===== src/apdu_pkg.sv =====
// apdu_pkg: constants and carrier types for the automatic power-down unit
// assumes a single 25 MHz system clock domain; pins arrive asynchronous
package apdu_pkg;
    localparam int APDU_CNT_W = 4;
    localparam logic [3:0] APDU_IDLE_LIMIT = 4'hf;
    localparam int APDU_BIT_AUTO = 1;
    localparam int APDU_BIT_SLOW = 3;
    localparam int APDU_BIT_ARRCLK = 4;
    localparam int APDU_BIT_MCLK = 5;
    localparam int APDU_BIT_CNTL0 = 2;
    localparam logic [7:0] APDU_REG_RESET = 8'h00;

    typedef enum logic {APDU_RUN, APDU_SLEEP} apdu_state_t;

    // memory selects and the io window
    typedef struct packed {
        logic flash;
        logic second;
        logic sram;
        logic iowin;
    } apdu_sel_t;

    // pin output-enable groups by port function
    typedef struct packed {
        logic mcu_io;
        logic pld_out;
        logic addr_out;
        logic data_port;
        logic periph;
    } apdu_pins_t;
endpackage : apdu_pkg


===== src/apdu_top.sv =====
// apdu_top: strobe-idle counter, power-down flag and the gating it drives
// assumes strobe, clock input, chip select and reset pins are asynchronous
`timescale 1ns/1ns
module apdu_top (
    // clock and reset
    input wire logic i_clk_sys,
    input wire logic i_rstn,
    input wire logic i_por_n,
    // pins
    input wire logic i_host_addr_strobe,
    input wire logic i_common_clock_input,
    input wire logic i_chip_sel_n,
    input wire logic i_reset_pin,
    // control register writes from the host
    input wire logic i_ctrl0_we,
    input wire logic i_ctrl2_we,
    input wire logic [7:0] i_wdata,
    // memory requests and array activity
    input wire apdu_pkg::apdu_sel_t i_mem_req,
    input wire logic i_array_in_toggle,
    input wire apdu_pkg::apdu_pins_t i_pin_oe,
    // outputs
    output logic o_power_down_flag,
    output logic [7:0] o_power_ctrl_reg0,
    output logic [7:0] o_power_ctrl_reg2,
    output apdu_pkg::apdu_sel_t o_mem_sel,
    output logic o_bus_to_arrays,
    output logic o_array_clk_en,
    output logic o_mcell_clk_en,
    output logic o_array_standby,
    output apdu_pkg::apdu_pins_t o_pin_oe
);
    import apdu_pkg::*;

    ////////////////////////////////////////////////////////////////////
    // synchronisers; first stage feeds only the second
    logic [3:0] s1_r;
    logic [3:0] s2_r;
    logic [3:0] s3_r;
    always_ff @(posedge i_clk_sys or negedge i_rstn) begin
        if (!i_rstn) begin
            s1_r <= 4'h0;
            s2_r <= 4'h0;
            s3_r <= 4'h0;
        end else begin
            s1_r <= {i_host_addr_strobe, i_common_clock_input,
                     i_chip_sel_n, i_reset_pin};
            s2_r <= s1_r;
            s3_r <= s2_r;
        end
    end

    wire strobe_edge = s2_r[3] & ~s3_r[3];
    // counter always sees the clock input, whatever the blocking bits
    wire cki_edge = s2_r[2] & ~s3_r[2];
    wire csn_fall = ~s2_r[1] & s3_r[1];
    wire rst_rise = s2_r[0] & ~s3_r[0];

    ////////////////////////////////////////////////////////////////////
    // power control registers: power-on reset only
    logic [7:0] ctrl0_r;
    logic [7:0] ctrl2_r;
    always_ff @(posedge i_clk_sys or negedge i_por_n) begin
        if (!i_por_n) begin
            ctrl0_r <= APDU_REG_RESET;
            ctrl2_r <= APDU_REG_RESET;
        end else begin
            if (i_ctrl0_we) begin
                ctrl0_r <= i_wdata;
            end
            if (i_ctrl2_we) begin
                ctrl2_r <= i_wdata;
            end
        end
    end

    wire auto_en = ctrl0_r[APDU_BIT_AUTO];
    wire slow = ctrl0_r[APDU_BIT_SLOW];
    wire arrclk_off = ctrl0_r[APDU_BIT_ARRCLK];
    wire mclk_off = ctrl0_r[APDU_BIT_MCLK];
    wire cntl0_off = ctrl2_r[APDU_BIT_CNTL0];

    ////////////////////////////////////////////////////////////////////
    // idle counter and state
    logic [APDU_CNT_W-1:0] cnt_r;
    logic [APDU_CNT_W-1:0] cnt_nxt;
    apdu_state_t st_r;
    apdu_state_t st_nxt;
    wire wake = strobe_edge | csn_fall | rst_rise;
    wire at_limit = (cnt_r == APDU_IDLE_LIMIT);

    always_comb begin
        cnt_nxt = cnt_r;
        st_nxt = st_r;
        case (st_r)
            APDU_RUN: begin
                if (!auto_en || strobe_edge) begin
                    cnt_nxt = '0;
                end else if (cki_edge) begin
                    cnt_nxt = cnt_r + 4'h1;
                    if (cnt_r == APDU_IDLE_LIMIT - 4'h1) begin
                        st_nxt = APDU_SLEEP;
                    end
                end
            end
            APDU_SLEEP: begin
                if (wake || !auto_en) begin
                    st_nxt = APDU_RUN;
                    cnt_nxt = '0;
                end
                // counter holds at terminal count
            end
            default: begin
                st_nxt = APDU_RUN;
                cnt_nxt = '0;
            end
        endcase
    end

    always_ff @(posedge i_clk_sys or negedge i_rstn) begin
        if (!i_rstn) begin
            cnt_r <= '0;
            st_r <= APDU_RUN;
        end else begin
            cnt_r <= cnt_nxt;
            st_r <= st_nxt;
        end
    end

    wire pd_nxt = (st_nxt == APDU_SLEEP);
    wire cs_ok = ~s2_r[1];

    ////////////////////////////////////////////////////////////////////
    // gated outputs
    apdu_sel_t sel_nxt;
    apdu_pins_t oe_nxt;
    assign sel_nxt = (pd_nxt || !cs_ok) ? '0 : i_mem_req;
    // io and logic outputs keep their enables; address/data/periph released
    assign oe_nxt = '{mcu_io: i_pin_oe.mcu_io,
                      pld_out: i_pin_oe.pld_out,
                      addr_out: pd_nxt ? 1'b0 : i_pin_oe.addr_out,
                      data_port: pd_nxt ? 1'b0 : i_pin_oe.data_port,
                      periph: pd_nxt ? 1'b0 : i_pin_oe.periph};
    // arrays idle only on full speed off with no live input
    wire live_in = i_array_in_toggle & ~cntl0_off;
    wire standby_nxt = slow & ~live_in;

    always_ff @(posedge i_clk_sys or negedge i_rstn) begin
        if (!i_rstn) begin
            o_power_down_flag <= 1'b0;
            o_power_ctrl_reg0 <= APDU_REG_RESET;
            o_power_ctrl_reg2 <= APDU_REG_RESET;
            o_mem_sel <= '0;
            o_bus_to_arrays <= 1'b1;
            o_array_clk_en <= 1'b1;
            o_mcell_clk_en <= 1'b1;
            o_array_standby <= 1'b0;
            o_pin_oe <= '0;
        end else begin
            o_power_down_flag <= pd_nxt;
            o_power_ctrl_reg0 <= ctrl0_r;
            o_power_ctrl_reg2 <= ctrl2_r;
            o_mem_sel <= sel_nxt;
            o_bus_to_arrays <= ~pd_nxt;
            o_array_clk_en <= ~arrclk_off;
            o_mcell_clk_en <= ~mclk_off;
            o_array_standby <= standby_nxt;
            o_pin_oe <= oe_nxt;
        end
    end
endmodule : apdu_top


===== config.mk =====
export PLATFORM = sky130hd
export DESIGN_NAME = apdu_top
export DESIGN_NICKNAME = d
export VERILOG_FILES = /design/src/apdu_pkg.sv /design/src/apdu_top.sv
export SDC_FILE = /design/constraint.sdc
export NUM_CORES = 1
export LEC_CHECK = 0
export BUFFER_PORTS_ARGS = -buffer_cell sky130_fd_sc_hd__buf_2
export CORE_ASPECT_RATIO = 1.5
export CORE_UTILIZATION = 45
export CTS_CLUSTER_SIZE = 25
export DETAILED_ROUTE_END_ITERATION = 6
export MAX_ROUTING_LAYER = met4
export PLACE_DENSITY = 0.82
export SETUP_SLACK_MARGIN = 0.05
export SYNTH_ARGS = -nofsm -noshare
export SYNTH_HDL_FRONTEND = slang
export SYNTH_SLANG_ARGS = --single-unit

===== constraint.sdc =====
create_clock -name i_clk_sys -period 1.2 [get_ports i_clk_sys]
set_input_delay 0.12 -clock i_clk_sys [delete_from_list [all_inputs] [get_ports i_clk_sys]]
set_output_delay 0.12 -clock i_clk_sys [all_outputs]
set_load 0.02 [all_outputs]

==> Word level (Yosys, flattened, before mapping) <==
Cells that the tools add are included.
{ "op_classes": {"bitwise": 18, "n_addsub": 1, "reduce_logical": 5, "eq_ne": 3, "mux": 13} }
{ "op_table": {"columns": ["op", "count"], "rows": [
  ["two-way mux 4 bit", 4],
  ["NOT 1 bit", 10],
  ["one-hot mux 4 bit (2 select lines)", 1],
  ["two-way mux 1 bit", 7],
  ["AND 1 bit", 6],
  ["adder 4 x 1 -> 4 bit, second input constant", 1],
  ["equality test 4 bit, second input constant", 1],
  ["logical OR 1 bit", 3],
  ["inequality test 3 bit, second input constant", 1],
  ["inequality test 2 x 1 -> 1 bit, second input constant", 1],
  ["OR 1 bit", 2],
  ["one-hot mux 1 bit (2 select lines)", 1],
  ["AND reduction 2 bit", 1],
  ["logical NOT 1 bit", 1]
]} }
{ "word_totals": {"wordCells": 62, "input_bits": 27, "ff_bits": 62, "out_inout_bits": 30} }

==> Depth between registers and ports, before layout <==
Gate-level depths: netlist of the first run.
{ "logic_depth": {"depth_word": 9, "depth_mapped": 7, "depth_no_buf": 7} }

==> Worst setup path before layout of the first run <==
Ideal clock, no wire load.
{ "synth_timing": {"path_kind": "register to register", "from": "register s3_r[2]", "to": "register cnt_r[3]", "setup_time_ns": 0.074, "arrival_time_ns": 1.141, "setup_slack_ns": -0.015, "path_stages_with_launch": 5, "n_path_buf": 0, "path_cell_list": "dfrtp_1 -> nand2b_4 -> or3_1 -> a21o_1 -> a21oi_2"} }
{ "synth_via": {"elab_chain_len": 4} }
{ "synth_rtl": {"columns": ["element", "line_no", "text"], "rows": [
  ["start: declaration", "apdu_top.sv:39", "logic [3:0] s3_r;"],
  ["start signal: assignment", "apdu_top.sv:49", "s3_r <= s2_r;"],
  ["NOT 1 bit", "apdu_top.sv:55", "wire cki_edge = s2_r[2] & ~s3_r[2];"],
  ["AND 1 bit", "apdu_top.sv:55", null],
  ["inequality test 3 bit (no line)", null, null],
  ["AND reduction 2 bit (no line)", null, null],
  ["end signal: assignment", "apdu_top.sv:125", "cnt_r <= cnt_nxt;"],
  ["end: declaration", "apdu_top.sv:85", "logic [APDU_CNT_W-1:0] cnt_r;"]
]} }
No other way between the ends.
A chain may end at the register's enable or synchronous reset.

==> flow_metrics.tcl, run 1 <==
set metrics [dict create \
    die_area_sq_um 4790 \
    final.setup_skew_ps 5.09 \
    final_hold_viol_count 0 \
    fin_crit_ps 1300 \
    drv_slew 0 \
    track_usage_pct 18.0 \
    drv_cap 0 \
    syn-num-nets 153 \
    die_h_um 84.2 \
    clockRootBuffer "clkbuf_8" \
    cts.clk_slew.worst_paths_ps 70 \
    dr.pass1.iters 6 \
    grt_max_degree 47 \
    final.setup.tns_ps -671 \
    criticalPathCategory "register to register" \
    syn_to_final_growth_pct 43.1 \
    drive_gt1_share_pct 53.8 \
    syn_inst 124 \
    hp-class "input port to register" \
    yosysSeqAreaShare_pct 76.7 \
    num_io_pins 57 \
    final_cell_mix "58 x dfrtp_1, 53 x buf_2, 13 x mux2_2, 13 x dlygate4sd3_1, 12 x buf_4" \
    maxSlewHeadroom_pct 76.2 \
    dp_hpwl_um 2400 \
    cp_max_fo 5 \
    via_count 1298 \
    synth_warnings 0 \
    cp.required_ps 1450 \
    worst_ir_drop_vdd_v 0.00104 \
    cp.arrival_ps 1550 \
    initialDrtViolationCount 53 \
    worstMarginPinSlew_ps 357 \
    clock_sinks 62 \
    nNetsFinal 245 \
    start_kind "register" \
    fp.dieW_um 56.8 \
    antenna_left 0 \
    power_leakage_nw 1.40 \
    antenna_found_initial 0 \
    gr-total-overflow 0 \
    numPortBuffers 56 \
    violations "DRC, setup timing" \
    first_global_vias 1391 \
    setup_viol_count_final 10 \
    power_density_nw_per_um2 1570 \
    avgSynthCellArea_sq_um 16.4 \
    via_per_inst 4.86 \
    drc 8 \
    reg2reg_depth 6 \
    routabilityCongestion 0.889 \
    initial_core_util_pct 47.4 \
    hold_ws_ps 19.7 \
    cts_tree "built" \
    fin_ws_ps -104 \
    status "complete, but fails checks" \
    core_sq_um 4280 \
    cts_buffer_depth 2 \
    fp-row-count 29 \
    layout_commonest_cell "dfrtp_1" \
    grt_pass1_wl_um 6030 \
    yosysUniqueCellTypes 27 \
    worst_setup_path_end_kind "register" \
    htreeDepth 3 \
    routed_wl_um 3830 \
    wl_per_cell_um 14.3 \
    max_freq_mhz 767 \
    synth_area_sq_um 2030 \
    rsz0062_at_grt "true" \
    diodes 0 \
    min_period_over_period_pct 109 \
    numCtsBuffers 9 \
    clkLatencyLatePin_ps 330 \
    hold_depth 3 \
    synth-seq-cells 62 \
]
==> critical path, cell delays in order (launching register included) <==
cell and delay [ps]:
dfrtp_1 440, ha_4 180, nand4b_1 100, nor2_2 60
o21bai_4 190, inv_4 80, nor3b_2 190
==> routing by layer <==
layer	wire length [um]	track usage, %	up-vias
li1	-	-	597
met1	1480	18.8	636
met2	1980	28.1	51
met3	255	7.55	14
met4	114	10.6	0
met5	0	-	-
==> where the power goes <==
group	internal (W)	switching, W	total, W
Sequential	0.00225	0.0000594	0.00231
Clock	0.000959	0.000811	0.00177
Combinational	0.000229	0.000264	0.000493
==> cell type report <==
cell class / count / area (sq um)
sequential: 62 / 1560
fill: 295 / 1380
timing repair buffer: 83 / 551
multi-input combinational: 52 / 507
clock buffer: 9 / 124
clock inverter: 7 / 75.1
tap: 46 / 57.6
inverter: 8 / 32.5
==> sequential cells by signal, indices dropped and copies added (netlist names) <==
name,cells
cnt_r,4
ctrl0_r,8
ctrl2_r,8
o_array_clk_en,1
o_array_standby,1
o_bus_to_arrays,1
o_mcell_clk_en,1
o_mem_sel,4
o_pin_oe,5
o_power_ctrl_reg0,8
o_power_ctrl_reg2,8
o_power_down_flag,1
s1_r,4
s2_r,4
s3_r,4
==> cells in the mapped netlist, drive strengths merged <==
master | number | share of area, %
ha | 2 | 1.2
xnor2 | 1 | 0.43
dfrtp | 59 | 73
nand2 | 4 | 0.74
a2bb2oi | 3 | 1.3
o21bai | 1 | 0.93
nand3 | 1 | 0.25
xor2 | 1 | 0.43
nor2 | 4 | 0.74
inv | 8 | 1.5
mux2 | 13 | 7.2
or3 | 1 | 0.31
o21ai | 5 | 1.2
a21oi | 2 | 0.68
a21o | 1 | 0.37
dfstp | 3 | 3.9
nand4b | 1 | 0.43
nor3b | 5 | 1.9
and2 | 3 | 0.93
o221a | 1 | 0.99
nand3b | 1 | 0.37
a21boi | 1 | 0.37
nand2b | 1 | 0.68
clkbuf | 2 | 0.37
==> stage by stage <==
stage	cells	total power, W	area (sq um)	setup WS (ps)	utilization, %
final	267	0.00457	2900	-104	67.8
after global routing	267	0.00476	2900	-169	67.8
after CTS	266	0.00461	2860	-116	66.8
after detailed placement	233	0.00277	2460	-145	57.5
after global placement	233	0.00276	2460	-32.7	57.5
after floorplan	124	0.00255	2050	22.5	-
==> final timing paths <==
kind / endpoint / slack (ps) / startpoint
worst max register to register: o_mem_sel[3] / -100 / cnt_r[1]
worst min register to register: s2_r[3] / 350 / s1_r[3]
worst max-delay path: o_mem_sel[3] / -100 / cnt_r[1]
min in group asynchronous: ctrl0_r[6] / 240 / i_por_n
worst min-delay path: ctrl0_r[5] / 20 / i_wdata[5]
max in group asynchronous: o_bus_to_arrays / 630 / i_rstn
==> logic make-up (layout without fill, tap and decap cells) <==
logic type	after synthesis	count (layout)	share of synthesized area [%]
AOI/OAI and AO/OA	14	14	5.86
DFF	62	62	76.7
muxes	13	13	7.22
and+or+nand+nor	21	21	6.29
xor gates and xnor gates	2	2	0.864
adders and majority gates	2	2	1.23
buffers and inverters	10	107	1.85
==> what timing repair did <==
action,4_1_cts,5_1_grt
endpoints found under the setup margin,13,15
endpoints found under the hold margin,71,1
hold buffers,12,1
setup buffers,5,0
pin swaps,6,6
gates resized for setup,10,6
Power figures use the tool's default switching activity.
==> run 2: changes to the inputs <==
--- a/config.mk
+++ b/config.mk
@@ -11,7 +11,8 @@
 export CTS_CLUSTER_SIZE = 25
 export DETAILED_ROUTE_END_ITERATION = 6
 export MAX_ROUTING_LAYER = met4
-export PLACE_DENSITY = 0.82
+export PLACE_DENSITY = 0.79
+export RECOVER_POWER = 50
 export SETUP_SLACK_MARGIN = 0.05
 export SYNTH_ARGS = -nofsm -noshare
 export SYNTH_HDL_FRONTEND = slang
==> constraint.sdc (replaced) <==
create_clock -name i_clk_sys -period 1.69 [get_ports i_clk_sys]
set_input_delay 0.169 -clock i_clk_sys [delete_from_list [all_inputs] [get_ports i_clk_sys]]
set_output_delay 0.169 -clock i_clk_sys [all_outputs]
set_load 0.02 [all_outputs]
==> flow_metrics.tcl, run 2 (synthesized netlist as in run 1, its figures left out) <==
set metrics [dict create \
    gr-total-overflow 0 \
    setup_viol_count_final 0 \
    via_count 1207 \
    track_usage_pct 17.1 \
    layout_commonest_cell "dfrtp_1" \
    multi_input_area_sq_um 435 \
    max_freq_mhz 726 \
    clockRootBuffer "clkbuf_8" \
    power_leakage_nw 1.31 \
    grt_max_degree 23 \
    drv_slew 0 \
    fin_ws_ps 313 \
    initial_core_util_pct 47.4 \
    drive_gt1_share_pct 45.4 \
    min_period_over_period_pct 81.5 \
    num_io_pins 57 \
    crit_end "o_mem_sel[1]" \
    die_h_um 84.2 \
    drc 7 \
    initialDrtViolationCount 41 \
    post-place-ws_ps 358 \
    clock_sinks 62 \
    worstMarginPinSlew_ps 866 \
    violations "DRC" \
    numCtsBuffers 9 \
    die_area_sq_um 4790 \
    nNetsFinal 229 \
    routabilityCongestion 0.799 \
    ctsResizeCount 0 \
    reg2reg_depth 7 \
    fin_area_sq_um 2680 \
    crit_start "cnt_r[0]" \
    dr.pass1.iters 6 \
    utilization_pct 62.5 \
    power_w 0.00330 \
    diodes 0 \
    drv_cap 0 \
    register_area_sq_um 1560 \
    via_per_inst 4.81 \
    grt_pass1_wl_um 5760 \
    fp-row-count 29 \
    final.setup_skew_ps 6.96 \
    syn_to_final_growth_pct 31.9 \
    numPortBuffers 56 \
    start_kind "register" \
    htreeDepth 3 \
    rsz0062_at_grt "false" \
    maxSlewHeadroom_pct 42.2 \
    cts_tree "built" \
    final_cell_mix "59 x dfrtp_1, 55 x buf_2, 13 x mux2_2" \
    cts.clk_slew.worst_paths_ps 60 \
    cp_max_fo 5 \
    post_dp_cell_area_sq_um 2380 \
    worst_ir_drop_vdd_v 0.000737 \
    final_hold_viol_count 0 \
    status "complete, but fails checks" \
    power_density_nw_per_um2 1230 \
    core_sq_um 4280 \
    criticalPathCategory "register to register" \
    fillCellCount 335 \
    cp.arrival_ps 1610 \
    timing.rr.end "o_mem_sel[1]" \
    routed_wl_um 3370 \
    dp_hpwl_um 2340 \
    antenna_left 0 \
    antenna_found_initial 0 \
    first_global_vias 1351 \
    fp.dieW_um 56.8 \
    final.setup.tns_ps 0 \
    hp-class "input port to register" \
    r2r-start "cnt_r[0]" \
    cp.required_ps 1920 \
    worst_setup_path_end_kind "register" \
    regToRegSetupSlack_ps 310 \
    clkLatencyLatePin_ps 320 \
    fin_crit_ps 1380 \
    cts_buffer_depth 2 \
    wl_per_cell_um 13.4 \
]
==> run 2: per-stage QoR <==
stage          cells  hold WS [ps]
2_1_floorplan    124          -127
3_3_place_gp     227           100
3_5_place_dp     227           101
4_1_cts          251          4.11
5_1_grt          251          23.5
6_report         251          24.8
==> run 2: how the worst min path moves through the flow <==
stage,endpoint,from,depth (start not counted)
2_1_floorplan,cnt_r[0],i_rstn,0
5_1_grt,o_array_standby,i_array_in_toggle,2
6_report,o_array_standby,i_array_in_toggle,2
3_3_place_gp,ctrl0_r[6],i_por_n,1
4_1_cts,o_array_standby,i_array_in_toggle,2
3_5_place_dp,ctrl0_r[6],i_por_n,1
==> run 2: cell type report <==
cell class	count	area share, %
Clock inverter	4	2.62
Multi-Input combinational cell	52	16.3
Sequential cell	62	58.1
Timing Repair Buffer	67	14.3
Tap cell	46	2.15
Clock buffer	12	5.43
Inverter	8	1.12
==> run 2: worst max-delay path, stage by stage (launching register included) <==
cell and delay, ps:
dfrtp_1 390, inv_1 90, ha_1 210, nand4b_1 90, nor2_1 70, o21bai_4 170
inv_2 90, nor3b_1 190
==> run 2: metal layers <==
layer	routed length, um	global-route usage, %	up-vias
li1	-	-	563
met1	1330	17.7	598
met2	1830	28.4	44
met3	185	6.47	2
met4	22	7.98	0
met5	0	-	-
==> run 2: power by group <==
group          internal, W  switching [W]  total (W)
registers          0.00160      0.0000435    0.00164
logic             0.000125       0.000168   0.000293
clock network     0.000867       0.000502    0.00137
total              0.00259       0.000713    0.00330
==> run 2: timing repair <==
item | CTS | global route
setup buffers | 0 | 0
endpoints found under the hold margin | 39 | 0
hold buffers | 8 | 0
